`src/core/adc_power_sync_ref_config_regs_regs.vh`:
```
// Register offsets, field positions, reset values and serial frame length for the configuration slice
`ifndef ADC_POWER_SYNC_REF_CONFIG_REGS_REGS_VH
`define ADC_POWER_SYNC_REF_CONFIG_REGS_REGS_VH

// ----------------------------------------
// Register offsets
// ----------------------------------------
`define OFS_OUTPUT_BUFFER_POWER_DOWN 8'h09
`define OFS_GLOBAL_POWER_DOWN_MASK 8'h0D
`define OFS_PIN_FUNCTION_REFERENCE_CLOCK_SELECT 8'h0E
`define OFS_SAMPLING_DELAY_AUTOZERO_CONTROL 8'h11
`define OFS_POWER_CONTROL 8'h08

// ----------------------------------------
// Reset value
// ----------------------------------------
`define REG_RESET 8'h00

// ----------------------------------------
// Output buffer power-down fields
// ----------------------------------------
`define BIT_FRAME_CLOCK_BUFFER_OFF 5
`define BIT_BIT_CLOCK_BUFFER_OFF 4
`define BIT_CHAN_A_LANE1_OFF 3
`define BIT_CHAN_A_LANE0_OFF 2
`define BIT_CHAN_B_LANE1_OFF 1
`define BIT_CHAN_B_LANE0_OFF 0

// ----------------------------------------
// Global power-down mask fields
// ----------------------------------------
`define BIT_KEEP_CLOCK_BUFFER_ON 3
`define BIT_KEEP_REFERENCE_AMP_ON 2
`define BIT_BANDGAP_OFF_IN_STANDBY 1

// ----------------------------------------
// Pin function / reference / clock fields
// ----------------------------------------
`define BIT_PIN_IS_ALIGN 7
`define BIT_SOFT_ALIGN 6
`define BIT_SOFT_ALIGN_ENABLE 5
`define BIT_REFERENCE_CONTROL_SOURCE 3
`define BIT_REF_SELECT_HI 2
`define BIT_REF_SELECT_LO 1
`define BIT_SINGLE_ENDED_CLOCK_SELECT 0

// Reference source codes
`define REF_INTERNAL 2'h0
`define REF_EXT_BUFFERED 2'h1
`define REF_EXT_DIRECT 2'h2

// ----------------------------------------
// Sampling delay / auto-zero fields
// ----------------------------------------
`define BIT_DELAY_LOOP_POWER_DOWN 2
`define BIT_AUTO_ZERO_CONTROL 0

// ----------------------------------------
// Serial port framing
// ----------------------------------------
`define SERIAL_FRAME_BITS 16

`endif

```
`src/core/serial_port_slave.v`:
```
// Serial control port slave: 16-bit frames of read flag, 7-bit address, 8-bit data
`include "adc_power_sync_ref_config_regs_regs.vh"

module serial_port_slave (
  input wire clk,
  input wire srst,
  input wire portSelectN,
  input wire portClock,
  input wire portDataIn,
  input wire [7:0] readData,
  output reg portDataOut,
  output reg writeStrobe,
  output reg [7:0] address,
  output reg [7:0] writeData
);

  reg [4:0] bitCount;
  reg [14:0] shiftIn;
  reg [7:0] shiftOut;
  reg isRead;
  reg clockLast;
  wire clockRise;
  wire clockFall;

  assign clockRise = portClock & ~clockLast;
  assign clockFall = ~portClock & clockLast;

  // Shift in on rising serial clock, shift out on falling
  always @(posedge clk) begin
    if (srst) begin
      bitCount <= 5'h00;
      shiftIn <= 15'h0000;
      shiftOut <= 8'h00;
      isRead <= 1'b0;
      clockLast <= 1'b0;
      portDataOut <= 1'b0;
      writeStrobe <= 1'b0;
      address <= 8'h00;
      writeData <= 8'h00;
    end else begin
      clockLast <= portClock;
      writeStrobe <= 1'b0;
      if (portSelectN) begin
        bitCount <= 5'h00;
      end else if (clockRise) begin
        shiftIn <= {shiftIn[13:0], portDataIn};
        bitCount <= bitCount + 5'h01;
        if (bitCount == 5'h07) begin
          // Address complete: latch it and the read flag
          isRead <= shiftIn[6];
          address <= {1'b0, shiftIn[5:0], portDataIn};
        end
        if (bitCount == 5'h0F && !isRead) begin
          writeData <= {shiftIn[6:0], portDataIn};
          writeStrobe <= 1'b1;
        end
      end else if (clockFall && bitCount == 5'h08) begin
        // Address is latched by now, so the read mux shows the addressed register
        portDataOut <= readData[7];
        shiftOut <= {readData[6:0], 1'b0};
      end else if (clockFall && bitCount > 5'h08 && bitCount < 5'h10) begin
        portDataOut <= shiftOut[7];
        shiftOut <= {shiftOut[6:0], 1'b0};
      end
    end
  end

endmodule // serial_port_slave

```
`src/core/align_pulse_gen.v`:
```
// Turns a level into a one-cycle pulse on its rising edge
module align_pulse_gen (
  input wire clk,
  input wire srst,
  input wire level,
  output reg pulse
);

  reg levelLast;

  // Edge detect on the level
  always @(posedge clk) begin
    if (srst) begin
      levelLast <= 1'b0;
      pulse <= 1'b0;
    end else begin
      levelLast <= level;
      pulse <= level & ~levelLast;
    end
  end

endmodule // align_pulse_gen

```
`src/core/adc_power_sync_ref_config_regs.v`:
```
// Power-down, alignment, reference and clock configuration registers of the converter
`include "adc_power_sync_ref_config_regs_regs.vh"

module adc_power_sync_ref_config_regs (
  input wire clk,
  input wire srst,
  input wire portSelectN,
  input wire portClock,
  input wire portDataIn,
  output reg portDataOut,
  input wire shared_align_powerdown_pin,
  input wire reference_buffer_pin,
  input wire wholeChipPowerDownBit,
  input wire [1:0] laneModeSelect,
  output reg frame_clock_out_en,
  output reg bit_clock_out_en,
  output reg chanALane1En,
  output reg chanALane0En,
  output reg chanBLane1En,
  output reg chanBLane0En,
  output reg standbyActive,
  output reg clockBufferOn,
  output reg referenceAmpOn,
  output reg bandgapOn,
  output reg alignPulse,
  output reg [1:0] referenceSource,
  output reg referenceFromPin,
  output reg singleEndedClock,
  output reg differentialClockBufferOn,
  output reg halfPeriodSampling,
  output reg autoZeroBit
);

  // ----------------------------------------
  // Register storage
  // ----------------------------------------
  reg [7:0] regFile [0:3];
  reg [7:0] readData;
  reg [1:0] wrIndex;
  reg wrHit;
  wire writeStrobe;
  wire [7:0] address;
  wire [7:0] writeData;
  wire softPulse;
  wire pinPulse;
  reg softAlignLevel;
  reg pinAlignLevel;
  reg [7:0] outPd;
  reg [7:0] mask;
  reg [7:0] pinRef;
  reg [7:0] dll;

  // Map an address to a storage index and a hit flag
  function [2:0] decode;
    input [7:0] addr;
    begin
      case (addr)
        `OFS_OUTPUT_BUFFER_POWER_DOWN: decode = 3'h4;
        `OFS_GLOBAL_POWER_DOWN_MASK: decode = 3'h5;
        `OFS_PIN_FUNCTION_REFERENCE_CLOCK_SELECT: decode = 3'h6;
        `OFS_SAMPLING_DELAY_AUTOZERO_CONTROL: decode = 3'h7;
        default: decode = 3'h0;
      endcase
    end
  endfunction

  // ----------------------------------------
  // Serial port
  // ----------------------------------------
  wire portOut;

  serial_port_slave serialPort (
    .clk(clk),
    .srst(srst),
    .portSelectN(portSelectN),
    .portClock(portClock),
    .portDataIn(portDataIn),
    .readData(readData),
    .portDataOut(portOut),
    .writeStrobe(writeStrobe),
    .address(address),
    .writeData(writeData)
  );

  // Read mux; unmapped addresses read zero
  always @* begin
    {wrHit, wrIndex} = decode(address);
    if (wrHit) begin
      readData = regFile[wrIndex];
    end else begin
      readData = `REG_RESET;
    end
  end

  // Registers take the written value at the end of the frame
  always @(posedge clk) begin
    if (srst) begin
      regFile[0] <= `REG_RESET;
      regFile[1] <= `REG_RESET;
      regFile[2] <= `REG_RESET;
      regFile[3] <= `REG_RESET;
    end else if (writeStrobe && wrHit) begin
      regFile[wrIndex] <= writeData;
    end
  end

  // Named views of the storage
  always @* begin
    outPd = regFile[0];
    mask = regFile[1];
    pinRef = regFile[2];
    dll = regFile[3];
  end

  // ----------------------------------------
  // Field views
  // ----------------------------------------
  reg frameClockOff;
  reg bitClockOff;
  reg chanALane1Off;
  reg chanALane0Off;
  reg chanBLane1Off;
  reg chanBLane0Off;
  reg keepClockBuffer;
  reg keepReferenceAmp;
  reg bandgapOffInStandby;
  reg pinIsAlign;
  reg softAlignBit;
  reg softAlignEnable;
  reg referenceControlSource;
  reg [1:0] referenceSelect;
  reg singleEndedSelect;
  reg delayLoopPowerDown;
  reg autoZeroControl;

  // Output power-down fields
  always @* begin
    frameClockOff = outPd[`BIT_FRAME_CLOCK_BUFFER_OFF];
    bitClockOff = outPd[`BIT_BIT_CLOCK_BUFFER_OFF];
    chanALane1Off = outPd[`BIT_CHAN_A_LANE1_OFF];
    chanALane0Off = outPd[`BIT_CHAN_A_LANE0_OFF];
    chanBLane1Off = outPd[`BIT_CHAN_B_LANE1_OFF];
    chanBLane0Off = outPd[`BIT_CHAN_B_LANE0_OFF];
  end

  // Standby mask fields
  always @* begin
    keepClockBuffer = mask[`BIT_KEEP_CLOCK_BUFFER_ON];
    keepReferenceAmp = mask[`BIT_KEEP_REFERENCE_AMP_ON];
    bandgapOffInStandby = mask[`BIT_BANDGAP_OFF_IN_STANDBY];
  end

  // Pin function, reference and clock fields
  always @* begin
    pinIsAlign = pinRef[`BIT_PIN_IS_ALIGN];
    softAlignBit = pinRef[`BIT_SOFT_ALIGN];
    softAlignEnable = pinRef[`BIT_SOFT_ALIGN_ENABLE];
    referenceControlSource = pinRef[`BIT_REFERENCE_CONTROL_SOURCE];
    referenceSelect = pinRef[`BIT_REF_SELECT_HI:`BIT_REF_SELECT_LO];
    singleEndedSelect = pinRef[`BIT_SINGLE_ENDED_CLOCK_SELECT];
  end

  // Sampling delay and auto-zero fields
  always @* begin
    delayLoopPowerDown = dll[`BIT_DELAY_LOOP_POWER_DOWN];
    autoZeroControl = dll[`BIT_AUTO_ZERO_CONTROL];
  end

  // ----------------------------------------
  // Alignment sources
  // ----------------------------------------
  always @* begin
    softAlignLevel = softAlignBit & softAlignEnable;
    pinAlignLevel = shared_align_powerdown_pin & pinIsAlign & ~softAlignEnable;
  end

  align_pulse_gen softEdge (
    .clk(clk),
    .srst(srst),
    .level(softAlignLevel),
    .pulse(softPulse)
  );

  align_pulse_gen pinEdge (
    .clk(clk),
    .srst(srst),
    .level(pinAlignLevel),
    .pulse(pinPulse)
  );

  // ----------------------------------------
  // Output decode, all registered
  // ----------------------------------------
  reg next_standby;
  reg [5:0] next_bufferEnable;
  reg [2:0] next_blockOn;
  reg next_alignPulse;
  reg [1:0] next_referenceSource;
  reg next_referenceFromPin;
  reg next_singleEndedClock;

  // Block stays on while awake, or in standby when its mask keeps it
  function block_on;
    input standby;
    input keep;
    begin
      block_on = ~standby | keep;
    end
  endfunction

  // Pin enters standby only when it is not set up as alignment
  always @* begin
    next_standby = wholeChipPowerDownBit | (shared_align_powerdown_pin & ~pinIsAlign);
  end

  // Lane mode input is deliberately ignored: only the stored bits turn buffers off
  always @* begin
    next_bufferEnable[5] = ~frameClockOff;
    next_bufferEnable[4] = ~bitClockOff;
    next_bufferEnable[3] = ~chanALane1Off;
    next_bufferEnable[2] = ~chanALane0Off;
    next_bufferEnable[1] = ~chanBLane1Off;
    next_bufferEnable[0] = ~chanBLane0Off;
  end

  // Clock buffer, reference amplifier and bandgap under standby
  always @* begin
    next_blockOn[2] = block_on(next_standby, keepClockBuffer);
    next_blockOn[1] = block_on(next_standby, keepReferenceAmp);
    next_blockOn[0] = block_on(next_standby, ~bandgapOffInStandby);
  end

  // Alignment command from either source
  always @* begin
    next_alignPulse = softPulse | pinPulse;
  end

  // Register control picks reference and clock input; otherwise the reference-buffer pin picks the reference and the clock is differential
  always @* begin
    if (referenceControlSource) begin
      next_referenceFromPin = 1'b0;
      next_referenceSource = referenceSelect;
      next_singleEndedClock = singleEndedSelect;
    end else begin
      next_referenceFromPin = 1'b1;
      next_referenceSource = reference_buffer_pin ? `REF_EXT_BUFFERED : `REF_INTERNAL;
      next_singleEndedClock = 1'b0;
    end
  end

  // Serial read data
  always @(posedge clk) begin
    if (srst) begin
      portDataOut <= 1'b0;
    end else begin
      portDataOut <= portOut;
    end
  end

  // Output buffer enables
  always @(posedge clk) begin
    if (srst) begin
      frame_clock_out_en <= 1'b0;
      bit_clock_out_en <= 1'b0;
      chanALane1En <= 1'b0;
      chanALane0En <= 1'b0;
      chanBLane1En <= 1'b0;
      chanBLane0En <= 1'b0;
    end else begin
      frame_clock_out_en <= next_bufferEnable[5];
      bit_clock_out_en <= next_bufferEnable[4];
      chanALane1En <= next_bufferEnable[3];
      chanALane0En <= next_bufferEnable[2];
      chanBLane1En <= next_bufferEnable[1];
      chanBLane0En <= next_bufferEnable[0];
    end
  end

  // Standby state and block enables
  always @(posedge clk) begin
    if (srst) begin
      standbyActive <= 1'b0;
      clockBufferOn <= 1'b0;
      referenceAmpOn <= 1'b0;
      bandgapOn <= 1'b0;
    end else begin
      standbyActive <= next_standby;
      clockBufferOn <= next_blockOn[2];
      referenceAmpOn <= next_blockOn[1];
      bandgapOn <= next_blockOn[0];
    end
  end

  // One-cycle alignment output
  always @(posedge clk) begin
    if (srst) begin
      alignPulse <= 1'b0;
    end else begin
      alignPulse <= next_alignPulse;
    end
  end

  // Reference and clock input selection
  always @(posedge clk) begin
    if (srst) begin
      referenceSource <= `REF_INTERNAL;
      referenceFromPin <= 1'b0;
      singleEndedClock <= 1'b0;
      differentialClockBufferOn <= 1'b0;
    end else begin
      referenceSource <= next_referenceSource;
      referenceFromPin <= next_referenceFromPin;
      singleEndedClock <= next_singleEndedClock;
      differentialClockBufferOn <= ~next_singleEndedClock;
    end
  end

  // Sampling delay and auto-zero bits
  always @(posedge clk) begin
    if (srst) begin
      halfPeriodSampling <= 1'b0;
      autoZeroBit <= 1'b0;
    end else begin
      halfPeriodSampling <= delayLoopPowerDown;
      autoZeroBit <= autoZeroControl;
    end
  end

endmodule // adc_power_sync_ref_config_regs

```
`config.mk`:
```
export PLATFORM = sky130hd
export DESIGN_NAME = adc_power_sync_ref_config_regs
export DESIGN_NICKNAME = d
export VERILOG_FILES = /design/src/core/serial_port_slave.v /design/src/core/align_pulse_gen.v /design/src/core/adc_power_sync_ref_config_regs.v
export VERILOG_INCLUDE_DIRS = /design/src /design/src/core
export SDC_FILE = /design/constraint.sdc
export NUM_CORES = 1
export LEC_CHECK = 0
export ABC_AREA = 1
export CELL_PAD_IN_SITES_DETAIL_PLACEMENT = 1
export CELL_PAD_IN_SITES_GLOBAL_PLACEMENT = 1
export CORE_MARGIN = 5
export CORE_UTILIZATION = 43
export DETAILED_ROUTE_END_ITERATION = 10
export DONT_BUFFER_PORTS = 1
export PLACE_DENSITY = 0.85
export RECOVER_POWER = 100
export SLEW_MARGIN = 20
export SYNTH_ARGS = -nofsm -noshare
export SYNTH_HDL_FRONTEND = slang
export SYNTH_SLANG_ARGS = --single-unit
```
`constraint.sdc`:
```
create_clock -name clk -period 1.7 [get_ports clk]
set_input_delay 0.085 -clock clk [delete_from_list [all_inputs] [get_ports clk]]
set_output_delay 0.085 -clock clk [all_outputs]
set_load 0.05 [all_outputs]
```
Word-level counts from Yosys, hierarchy flattened
Memories as Yosys holds them, arrays and structs flattened. A register that Yosys moved wholly into a read port is not among the register bits.
Cells that the tools add are included.
Storage, ports and cells
  register bits after elaboration: 60
  memory bits (writable): 32
  input port bits: 10
  output and inout port bits: 19
  word-level logic and storage cells: 103
  memories kept: 1
Cells by class
  add/sub/neg operators: 1
  $lt $le $gt $ge: 2
  eq/ne operators: 7
  muxes and demuxes: 19
  bitwise gates (word level): 30
  reductions and logical operators: 14
Memories
  regFile: words 4, width 8, rd ports 5, clocked after Yosys merged registers in 1, wr ports 4, line adc_power_sync_ref_config_regs.v:37  | reg [7:0] regFile [0:3];
Operators by type and width (number)
  8-bit two-way mux: 4
  7-bit by 4-bit equality test with 1-bit output (second input constant): 3
  1-bit inverter: 17
  1-bit two-way mux: 12
  3-bit case mux with 4 select lines: 1
  5-bit by 4-bit equality test with 1-bit output (second input constant): 2
  3-bit AND reduction: 3
  1-bit AND: 8
  8-bit OR reduction: 1
  7-bit by 5-bit equality test with 1-bit output (second input constant): 1
  5-bit by 1-bit adder with 5-bit output (second input constant): 1
  5-bit by 3-bit equality test with 1-bit output (second input constant): 1
  5-bit by 4-bit greater-than comparator with 1-bit output (second input constant): 1
  1-bit logical AND: 5
  5-bit < comparator (second input constant): 1
  1-bit OR: 5
  2-bit two-way mux: 2
  3-bit OR reduction: 1
  2-bit AND reduction: 1
  2-bit nonzero test: 1
  2-bit OR reduction: 1
  1-bit logical NOT: 1

Logic depth before layout (Yosys ltp)
  depth after elaboration: 8
  mapped depth: 11
  depth with buffers taken out: 10

By module
From an unflattened synthesis, not the netlist that was laid out.
Second synthesis, totals
  cells, all modules: 473
  area total of the unflattened synthesis: 4018.9 µm²
Modules (own cells, without submodules)
  adc_power_sync_ref_config_regs: instances 1, cells each 241, area each 2257.2 µm²
  serial_port_slave: instances 1, cells each 220, area each 1641.6 µm²
  align_pulse_gen: instances 2, cells each 6, area each 60.1 µm²

Worst setup path after synthesis
No wires, ideal clock.
  kind: register -> register
  from: reg serialPort.address[1]
  to: mem regFile[3][0] (enable)
  data arrival time: 1508 ps
  setup slack: -192 ps
  stages on the path, launching flop included: 9
  buffers on the path: 1
  cell sequence: dfxtp_1 inv_2 nand2_2 nor2_1 nand2_1 buf_6 nand3_2 nand2_1 o21ai_0
RTL lines
  start, declared: line serial_port_slave.v:13  | output reg [7:0] address,
  start signal, assigned: line serial_port_slave.v:51  | address <= {1'b0, shiftIn[5:0], portDataIn};
  end, declared: line adc_power_sync_ref_config_regs.v:37

==> flow_metrics.tcl <==
set metrics [dict create \
    overflow 0 \
    hold_violations 1 \
    cts.sinks 93 \
    clkTransAtPathRegs_ns 0.09 \
    whs_ns -0.00744 \
    grtUsageTotal_pct 18.7 \
    crit_type "flip-flop to flip-flop" \
    die_w_um 104 \
    syn_area_per_cell_um2 8.90 \
    cp_cell_sequence "inv_1 > nand3_2 > nor2_1 > nand2_1 > nand3_2 > nand2_1 > inv_2 > nand4_4 > buf_4 > nor2_2" \
    grt_pass1_wl_um 16100 \
    period_share_pct 99.9 \
    drive_above_1_share_pct 20.5 \
    grt_max_degree 38 \
    die_area_um2 10900 \
    yosysTopAreaCell "dfxtp_1" \
    maxCapViolCount 0 \
    io_buffers 0 \
    tritoncts "yes" \
    n_fill_cell 1016 \
    syn-cell-area_um2 3820 \
    setup_violations 0 \
    hp-class "input port to flip-flop" \
    dpl_cell_area_um2 4040 \
    cts-root-buf "clkbuf_8" \
    antenna_found_initial 0 \
    area_growth_pct 18.3 \
    drt-initial-drc-count 140 \
    drc 0 \
    p_total_mw 4.15 \
    status "finished with violations" \
    grt_pass1_vias 3189 \
    clock_latency_ns 0.37 \
    violations "hold timing" \
    synth.yosys.seq_area_share_pct 57.0 \
    ir_worst_vdd_mv 0.332 \
    setup-tns-final_ns 0 \
    synth_top_area_share_pct 31.9 \
    place_inst 545 \
    cp.arrival_ns 1.90 \
    multi_input_area_um2 1410 \
    cts-buffers-inserted 9 \
    cpPeakStageDelay_ns 0.32 \
    dp_hpwl_um 6850 \
    dr.pass1.iters 4 \
    rsz0062_at_grt "yes" \
    ios 29 \
    synth_cell_types 32 \
    layout.nets 477 \
    min_period_ns 1.70 \
    synth.area.top_cells "dfxtp_1 (32%), edfxtp_1 (25%), nor2_1 (6.1%)" \
    power.density_nw_per_um2 917 \
    crit_path_end_kind "flip-flop" \
    postRouteAntennaNets 0 \
    drv_slew 0 \
    start_kind "flip-flop" \
    slowest_stage "dfxtp_1" \
    htreeDepth 3 \
    die-height_um 104 \
    required_ns 1.90 \
    syn-instance-count 430 \
    fin_skew_ns 0.0123 \
    start_util_pct 44.1 \
    power_leakage_nw 1.76 \
    fin_cells 577 \
    gp_congestion 0.798 \
    rows 34 \
    core_um2 8680 \
    n_antenna_cell 0 \
    wl_per_cell_um 18.1 \
    tightest_slew_ns 0.488 \
    ys_seq_elements 93 \
    max_freq_mhz 589 \
    max_slew_margin_pct 67.4 \
    seqCellArea_um2 2190 \
    path_max_fanout 8 \
    via_per_inst 5.26 \
    cts_buffer_depth 2 \
    fin_area_um2 4520 \
    drt-total-wl_um 10500 \
    ys_warn_count 0 \
    syn_nets 443 \
    dr_total_vias 3033 \
]
[per-layer routing]
metal	GRT usage (%)	wire length [µm]	vias to the layer above	share of wire (%)
li1	-	-	1469	-
met1	21.0	4070	1468	39
met2	33.6	5520	74	53
met3	3.72	496	22	4.7
met4	9.07	360	0	3.4
met5	0	0	-	0
[metrics by stage]
stage               worst slack [ns]  utilization, %
global route                 -0.0670            52.1
global placement              0.0796            46.5
CTS                         0.000270            50.2
finish                       0.00197            52.1
floorplan                     0.0247               -
detailed placement           -0.0576            46.5
[cells by family after synthesis]
kind of cell    share of synthesized area, %
compound gates                          10.2
simple gates                            23.0
fa+ha+maj                              0.981
buf+inv                                 8.70
flops                                   57.0
[cell usage after synthesis (all sizes together)]
cell,n
nand3b,8
dfxtp,61
edfxtp,32
nand4,3
a21oi,38
ha,3
inv,67
o21ai,25
nor4,4
a221oi,4
a211oi,4
nor3,6
clkbuf,4
nand2,65
nand3,30
nor2,66
clkinv,1
buf,9
[power breakdown]
part           total, mW  internal (mW)  switching, mW
Clock               1.51          0.688          0.817
Combinational      0.184         0.0657          0.118
Sequential          2.46           2.35          0.104
[cell usage in the layout, fill, tap and decap left out, types with 4 or more instances in the layout]
cell and count:
dlygate4sd3_1 9, nand3_1 25, a221oi_1 4, a211oi_1 4, clkbuf_8 9, dfxtp_1 57, nor2_2 7, nor2_1 56
nand3b_1 8, nor4_1 4, nand2_4 5, a21oi_2 5, a21oi_1 33, buf_4 22, nand2_2 6, edfxtp_1 32
nand2_1 54, inv_1 55, o21ai_0 21, nand3_2 5, inv_2 10, dfxtp_2 4
[area by class of cell]
cell class	count	area share, %
clock buffers	9	2.74
multi-input cells	256	31.2
repair buffers	36	7.36
inverters	68	5.75
clock inverters	7	1.63
well taps	108	2.99
flip-flops and latches	93	48.4
[sequential cells by signal, summed over array words and instances (netlist names), 2 cells and up]
signal	count
referenceSource	2
regFile	32
serialPort.address	7
serialPort.bitCount	5
serialPort.shiftIn	7
serialPort.shiftOut	7
serialPort.writeData	8
[final timing paths]
kind / slack, ns / startpoint / endpoint / cells past startpoint
max reg2reg: 0.002 / serialPort.address[4] / regFile[1][6] / 10
max: 0.002 / serialPort.address[4] / regFile[1][6] / 10
min: -0.007 / portDataIn / serialPort.shiftIn[0] / 2
min reg2reg: 0.40 / pinEdge.levelLast / pinEdge.pulse / 1
[what timing repair did]
action	4_1_cts	5_1_grt
endpoints found under the hold margin	44	0
buffers inserted	1	4
pin swaps	1	7
endpoints found under the setup margin	17	46
gates resized for setup	3	36
cloned	0	1
hold buffers	10	0
[critical path, delay by kind of cell (launching register included)]
kind                   cells  cell delay, ns
and+or+nand+nor            7            0.79
buffers and inverters      3            0.43
DFF                        1            0.32
Note: power is estimated with default switching activity, not from simulation.
